--- config.mk ---
export PLATFORM = sky130hd
export DESIGN_NAME = ucsd_decoder
export DESIGN_NICKNAME = d
export VERILOG_FILES = /design/src/hdl/ucsd_pkg.sv /design/src/hdl/ucsd_decoder.sv
export SDC_FILE = /design/constraint.sdc
export NUM_CORES = 1
export LEC_CHECK = 0
export ABC_AREA = 1
export BUFFER_PORTS_ARGS = -buffer_cell sky130_fd_sc_hd__buf_2
export CAP_MARGIN = 20
export CORE_MARGIN = 3
export CORE_UTILIZATION = 60
export DETAILED_ROUTE_END_ITERATION = 16
export PLACE_DENSITY = 0.86
export REMOVE_ABC_BUFFERS = 1
export SKIP_LAST_GASP = 1
export SLEW_MARGIN = 40
export SYNTH_ARGS = -nofsm -noshare
export SYNTH_HDL_FRONTEND = slang
export SYNTH_SLANG_ARGS = --single-unit
--- constraint.sdc ---
create_clock -name clk_in -period 7.1 [get_ports clk_in]
set_input_delay 1.065 -clock clk_in [delete_from_list [all_inputs] [get_ports clk_in]]
set_output_delay 1.065 -clock clk_in [all_outputs]
set_load 0.01 [all_outputs]
--- src/hdl/ucsd_pkg.sv ---
// constants, types and helpers for the alpha field character decoder
package ucsd_pkg;
   // header bytes selecting the coding form, and the pair padding byte
   localparam logic [7:0] HDR_PAIR     = 8'h80;
   localparam logic [7:0] HDR_HALF     = 8'h81;
   localparam logic [7:0] HDR_FULL     = 8'h82;
   localparam logic [7:0] PAD_BYTE     = 8'hFF;
   // field positions
   localparam int         TOP_BIT      = 7;
   localparam int         HALF_LSB     = 7;
   // buffer shape: wide flag plus 16-bit code point
   localparam int         CHAR_W       = 17;
   localparam int         FIFO_DEPTH   = 16;
   // reset values
   localparam logic [7:0]  CNT_RST     = 8'h00;
   localparam logic [15:0] BASE_RST    = 16'h0000;
   localparam logic [7:0]  MSB_RST     = 8'h00;

   typedef enum logic [2:0] {
      ST_HDR,
      ST_CNT,
      ST_PTR_HI,
      ST_PTR_LO,
      ST_PAIR_HI,
      ST_PAIR_LO,
      ST_CHARS,
      ST_PLAIN
   } ucsd_state_t;

   typedef enum logic [1:0] {
      FM_PLAIN,
      FM_PAIR,
      FM_HALF,
      FM_FULL
   } ucsd_form_t;

   typedef struct packed {
      ucsd_state_t st;
      ucsd_form_t  form;
      logic [7:0]  cnt;
      logic [15:0] base;
      logic [7:0]  msb;
   } ucsd_dec_t;

   // top bit clear: 7-bit default character; set: offset onto base pointer
   function automatic logic [CHAR_W-1:0] ucsd_char(input logic [7:0]  b,
                                                   input logic [15:0] base);
      logic [15:0] sum;
      sum = base + {9'h000, b[6:0]};
      if (b[TOP_BIT]) begin
         return {1'b1, sum};
      end
      return {1'b0, 9'h000, b[6:0]};
   endfunction
endpackage

--- src/hdl/ucsd_decoder.sv ---
// alpha field byte-to-character decoder with its output fifo
`timescale 1ns/100ps

// synchronous fifo, parameterised width and depth
module ucsd_fifo #(
   parameter int WIDTH = 17,
   parameter int DEPTH = 16
) (
   input  wire logic             clk_in,
   input  wire logic             sys_rst_in,
   input  wire logic [WIDTH-1:0] wr_data_in,
   input  wire logic             wr_valid_in,
   output logic                  wr_ready_out,
   output logic      [WIDTH-1:0] rd_data_out,
   output logic                  rd_valid_out,
   input  wire logic             rd_ready_in
);
   localparam int AW = $clog2(DEPTH);

   typedef struct packed {
      logic [AW:0] wp;
      logic [AW:0] rp;
   } ucsd_fptr_t;

   ucsd_fptr_t       ptr_q;
   ucsd_fptr_t       ptr_d;
   logic [WIDTH-1:0] mem_q [DEPTH];
   logic             do_wr;
   logic             do_rd;

   // full when pointers differ only in the wrap bit
   assign wr_ready_out = !((ptr_q.wp[AW] != ptr_q.rp[AW]) &&
                           (ptr_q.wp[AW-1:0] == ptr_q.rp[AW-1:0]));
   assign rd_valid_out = (ptr_q.wp != ptr_q.rp);
   assign rd_data_out  = mem_q[ptr_q.rp[AW-1:0]];
   assign do_wr        = wr_valid_in && wr_ready_out;
   assign do_rd        = rd_valid_out && rd_ready_in;

   // pointer advance
   always_comb begin
      ptr_d = ptr_q;
      if (do_wr) begin
         ptr_d.wp = ptr_q.wp + 1'b1;
      end
      if (do_rd) begin
         ptr_d.rp = ptr_q.rp + 1'b1;
      end
   end

   always_ff @(posedge clk_in or posedge sys_rst_in) begin
      if (sys_rst_in) begin
         ptr_q <= '0;
      end else begin
         ptr_q <= ptr_d;
      end
   end

   // storage, no reset needed
   always_ff @(posedge clk_in) begin
      if (do_wr) begin
         mem_q[ptr_q.wp[AW-1:0]] <= wr_data_in;
      end
   end
endmodule

// top: byte stream in, character stream out
module ucsd_decoder (
   input  wire logic        clk_in,
   input  wire logic        sys_rst_in,
   input  wire logic [7:0]  byte_in,
   input  wire logic        byte_valid_in,
   input  wire logic        byte_last_in,
   output logic             byte_ready_out,
   output logic      [15:0] char_out,
   output logic             char_wide_out,
   output logic             char_valid_out,
   input  wire logic        char_ready_in
);
   localparam ucsd_pkg::ucsd_dec_t DEC_RST = '{
      st:   ucsd_pkg::ST_HDR,
      form: ucsd_pkg::FM_PLAIN,
      cnt:  ucsd_pkg::CNT_RST,
      base: ucsd_pkg::BASE_RST,
      msb:  ucsd_pkg::MSB_RST
   };

   ucsd_pkg::ucsd_dec_t          cur_q;
   ucsd_pkg::ucsd_dec_t          cur_d;
   logic                         fifo_ready;
   logic                         acc;
   logic                         push_valid;
   logic [ucsd_pkg::CHAR_W-1:0]  push_data;
   logic [ucsd_pkg::CHAR_W-1:0]  rd_data;
   logic [15:0]                  pair;

   // a byte is taken only when the fifo can take its character
   assign byte_ready_out = fifo_ready;
   assign acc            = byte_valid_in && fifo_ready;
   assign pair           = {cur_q.msb, byte_in};
   assign char_out       = rd_data[15:0];
   assign char_wide_out  = rd_data[16];

   // decode state machine
   always_comb begin
      cur_d      = cur_q;
      push_valid = 1'b0;
      push_data  = '0;
      if (acc) begin
         unique case (cur_q.st)
            ucsd_pkg::ST_HDR: begin
               // form chosen once from the header byte
               if (byte_in == ucsd_pkg::HDR_PAIR) begin
                  cur_d.form = ucsd_pkg::FM_PAIR;
                  cur_d.st   = ucsd_pkg::ST_PAIR_HI;
               end else if (byte_in == ucsd_pkg::HDR_HALF) begin
                  cur_d.form = ucsd_pkg::FM_HALF;
                  cur_d.st   = ucsd_pkg::ST_CNT;
               end else if (byte_in == ucsd_pkg::HDR_FULL) begin
                  cur_d.form = ucsd_pkg::FM_FULL;
                  cur_d.st   = ucsd_pkg::ST_CNT;
               end else begin
                  cur_d.form = ucsd_pkg::FM_PLAIN;
                  cur_d.st   = ucsd_pkg::ST_PLAIN;
                  push_valid = !byte_in[ucsd_pkg::TOP_BIT];
                  push_data  = ucsd_pkg::ucsd_char(byte_in, cur_q.base);
               end
            end
            ucsd_pkg::ST_PLAIN: begin
               // default alphabet; top-bit bytes are fill
               push_valid = !byte_in[ucsd_pkg::TOP_BIT];
               push_data  = ucsd_pkg::ucsd_char(byte_in, cur_q.base);
            end
            ucsd_pkg::ST_PAIR_HI: begin
               // held until partner arrives; dropped if field ends
               cur_d.msb = byte_in;
               cur_d.st  = ucsd_pkg::ST_PAIR_LO;
            end
            ucsd_pkg::ST_PAIR_LO: begin
               // lower byte number is the high half
               push_valid = !((cur_q.msb == ucsd_pkg::PAD_BYTE) &&
                              (byte_in == ucsd_pkg::PAD_BYTE));
               push_data  = {1'b1, pair};
               cur_d.st   = ucsd_pkg::ST_PAIR_HI;
            end
            ucsd_pkg::ST_CNT: begin
               cur_d.cnt = byte_in;
               cur_d.st  = ucsd_pkg::ST_PTR_HI;
            end
            ucsd_pkg::ST_PTR_HI: begin
               if (cur_q.form == ucsd_pkg::FM_HALF) begin
                  // half page: bit 15 and bits 6:0 zero
                  cur_d.base = {1'b0, byte_in, 7'h00};
                  cur_d.st   = ucsd_pkg::ST_CHARS;
               end else begin
                  cur_d.base = {byte_in, 8'h00};
                  cur_d.st   = ucsd_pkg::ST_PTR_LO;
               end
            end
            ucsd_pkg::ST_PTR_LO: begin
               cur_d.base = {cur_q.base[15:8], byte_in};
               cur_d.st   = ucsd_pkg::ST_CHARS;
            end
            ucsd_pkg::ST_CHARS: begin
               // per-byte choice of default or offset
               if (cur_q.cnt != 8'h00) begin
                  push_valid = 1'b1;
                  push_data  = ucsd_pkg::ucsd_char(byte_in, cur_q.base);
                  cur_d.cnt  = cur_q.cnt - 8'h01;
               end
               // count exhausted: rest of field ignored
            end
         endcase
         // end of field: next byte is a new header
         if (byte_last_in) begin
            cur_d.st = ucsd_pkg::ST_HDR;
         end
      end
   end

   always_ff @(posedge clk_in or posedge sys_rst_in) begin
      if (sys_rst_in) begin
         cur_q <= DEC_RST;
      end else begin
         cur_q <= cur_d;
      end
   end

   // character buffer with back-pressure to the byte source
   ucsd_fifo #(
      .WIDTH (ucsd_pkg::CHAR_W),
      .DEPTH (ucsd_pkg::FIFO_DEPTH)
   ) u_fifo (
      .clk_in       (clk_in),
      .sys_rst_in   (sys_rst_in),
      .wr_data_in   (push_data),
      .wr_valid_in  (push_valid),
      .wr_ready_out (fifo_ready),
      .rd_data_out  (rd_data),
      .rd_valid_out (char_valid_out),
      .rd_ready_in  (char_ready_in)
   );
endmodule

==> summary.md <==
| Metric | Value |
|---|---|
| Status | `complete, no violations` |
| Clock Latency Late Sink | `570 ps` |
| Mapped Cells | `approximately 1400` |
| Setup TNS | `0 ps` |
| Final Setup Violations | `0` |
| IO Count | `32` |
| Gr ovfl total | `0` |
| H-Tree Depth | `1` |
| Register area | `9351 sq um` |
| CTS max path bufs | `3` |
| Routed len/inst | `slightly below 20 um` |
| Post-synthesis cell type count | `37` |
| GP Congestion | `roughly 0.9` |
| Num rows | `56` |
| Antenna Cells | `0` |
| All-Layer GR Usage | `26.44%` |
| Area grow syn2layout | `10.31%` |
| Nets | `between 1000 and 1500` |
| Area of the multi-input gates | `4541 sq um` |
| Setup Fix Bufs, Post-CTS | `0` |
| Global-route wire length before repair | `~54000 um` |
| Largest net degree at the start of global routing | `between 90 and 100` |
| Yosys reg bits | `between 300 and 400` |
| Leading area contributor after synthesis | `edfxtp_1` |
| CTS tree | `built` |
| Synth top area share | `roughly 57%` |
| VDD IR max | `about 270 uV` |
| Post-Place Worst Slack | `approximately 3200 ps` |
| Routed wire length | `34300 um` |
| RSZ-0062 raised after global routing | `no` |
| Initial antenna violation count | `0` |
| Starting Density | `between 60% and 70%` |
| Full die area | `around 26000 sq um` |
| DRC viols | `0` |
| Period utilization | `a little over three fifths` |
| Data arrival, critical path | `3380 ps` |
| Slew at the pin with the worst max-slew slack | `slightly above 900 ps` |
| CP max-delay cell | `dfrtp_4` |
| DIE HEIGHT | `approximately 160 um` |
| Number of port buffers | `31` |
| Vias per cell | `6.062` |
| Crit-path cells | `inv_4 > buf_6 > o21ai_0 > o211ai_1 > nand3_1 > nand3_1 > buf_2` |
| Max_cap viols | `0` |
| Most used cell, CP | `nand3_1` |
| Critical path class | `register to output port` |
| Largest cells by area after synthesis | `edfxtp_1, dfrtp_1, nor2_1` |
| Vias in the first global route | `about 10000` |
| Final min period | `roughly 4400 ps` |
| CP top delay family | `buffers and inverters` |
| Layout cells sized above 1 | `roughly 11%` |
| Final worst setup slack | `roughly 2700 ps` |
| Iter 0 DRT Violations | `1345` |
| Max Clk Rate | `roughly 230 MHz` |
| Final HPWL DP | `between 20000 and 25000 um` |
| Skew final | `12.86 ps` |
| Seq/Total Area, Yosys | `about 65%` |
| Max incr delay on CP | `roughly 740 ps` |
| Leak | `0.005795 uW` |
| Core footprint | `between 20000 and 25000 sq um` |
| Cts hold-fix bufs | `0` |
| Worst path bufs/invs | `3` |
| CP required | `between 6000 and 7000 ps` |
| PD cells | `between 300 and 400 nW/um^2` |
| Min-Delay Path Class | `register to register` |
| Number of fill cells | `around 1700` |
| Mapped Area | `approximately 14000 sq um` |
| Final Slew Violations | `0` |
| Ys Warns | `0` |
| Number of routed nets with antenna violations | `0` |
| Crit path max fanout | `~80` |
| Num Clock Sinks | `around 320` |
| CTS buffer count | `31` |
| DIE WIDTH | `roughly 160 um` |
| Mean Syn Cell Area | `10.48 sq um` |
| Relative slew slack | `38.66%` |
| Worst-path clk slew | `~60 ps` |
| Hold Vio Cnt, Final | `0` |
| Crit path capture type | `output port` |
| Clk root buf | `clkbuf_16` |
| Cts repair resizes | `0` |
| Nature of the critical path startpoint | `register` |
| Vias | `about 11000` |
| TritonRoute pass-1 iters | `6` |
-- state kept, by name, indices dropped and copies added, names as in the netlist --
name,count
cur_q,37
u_fifo.mem_q,272
u_fifo.ptr_q,10
-- tightest hold or removal path: stages, from the launching register on --
cell,delay [ps]
dfrtp_1,340
nand2_1,50
o21ai_0,60
-- final timing paths --
| check | from | to | slack (ps) | cells after the start |
|---|---|---|---|---|
| worst max-delay path | u_fifo.ptr_q[0]$_DFFE_PP0P_ | char_out[3] | 2660 | 7 |
| worst min-delay path | cur_q[12]$_DFFE_PP0P_ | cur_q[12]$_DFFE_PP0P_ | 490 | 2 |
| worst max register to register | u_fifo.ptr_q[0]$_DFFE_PP0P_ | u_fifo.mem_q[5][11]$_DFFE_PP_ | 3840 | 8 |
| worst min register to register | cur_q[12]$_DFFE_PP0P_ | cur_q[12]$_DFFE_PP0P_ | 490 | 2 |
| max in group asynchronous | sys_rst_in | u_fifo.ptr_q[0]$_DFFE_PP0P_ | 6070 | 2 |
| min in group asynchronous | sys_rst_in | cur_q[24]$_DFFE_PP0P_ | 580 | 2 |
-- cells in the mapped netlist, drive strengths merged --
library cell / count
a21oi: 21
or2: 5
inv: 76
clkbuf: 43
ha: 14
a31oi: 1
nor3: 10
dfrtp: 47
clkinv: 1
edfxtp: 272
nor2: 261
xor2: 12
o32ai: 34
nand4: 8
fa: 1
buf: 26
o21ai: 159
nand2: 264
nand3: 74
o211ai: 43
nand3b: 3
-- per-stage QoR --
step                instance area, sq um  cells  power [uW]  hold slack [ps]  util (%)
floorplan                          14070   1306        3970            453.0         -
global placement                   14810   1675        4565            469.4     62.93
detailed placement                 14890   1675        4676            473.6     63.24
CTS                                15880   1733        6275            489.6     67.47
global route                       15890   1733        6649            529.9     67.50
finish                             15890   1733        6296            486.8     67.50
-- power breakdown --
| part | total [uW] | switching [uW] | internal, uW | leakage (uW) |
|---|---|---|---|---|
| Combinational | 2160 | 1480 | 680 | 0.00221 |
| Sequential | 2540 | 240 | 2300 | 0.00310 |
| Clock | 1600 | 699 | 900 | 0.000480 |
| Total | 6300 | 2420 | 3880 | 0.00579 |
-- layout by cell type (no fill, tap or decap), types with 3 or more instances in the layout --
cell type and count:
edfxtp_1 272, o211ai_1 43, ha_1 14, or2_2 5, nor2_2 19, nor2_4 4
a21oi_2 14, o21ai_0 155, nand2_1 256, nor3_1 9, buf_4 17, inv_2 4
dfrtp_1 45, clkbuf_1 4, nand3_1 72, inv_1 69, clkinv_1 8, clkbuf_16 31
nand2_2 4, o32ai_1 34, clkinv_2 6, a21oi_1 7, xor2_1 12, nor2_1 238
clkinvlp_4 4, buf_2 31, nand4_1 8, nand3b_1 3
-- routing by layer --
layer,up-vias,routed length (um),track usage (%)
li1,4815,-,-
met1,4972,12800,35.35
met2,596,16600,43.62
met3,122,3249,3.740
met4,0,1649,11.89
met5,-,0,0
-- final cells by class --
class,count,share of cell area (%)
well taps,319,2.512
repair buffers,50,1.921
flip-flops and latches,319,58.85
multi-input cells,910,28.57
inverters,77,1.882
clock inverters,21,1.118
clock buffers,37,5.149
-- kinds of logic after synthesis --
logic type                 synth area share (%)
buffers and inverters                     4.395
and+or+nand+nor                           17.98
AOI/OAI and AO/OA                         10.68
adders and majority gates                 1.355
xor gates and xnor gates                 0.7295
DFF                                       64.86
(Power assumes the default switching activity.)
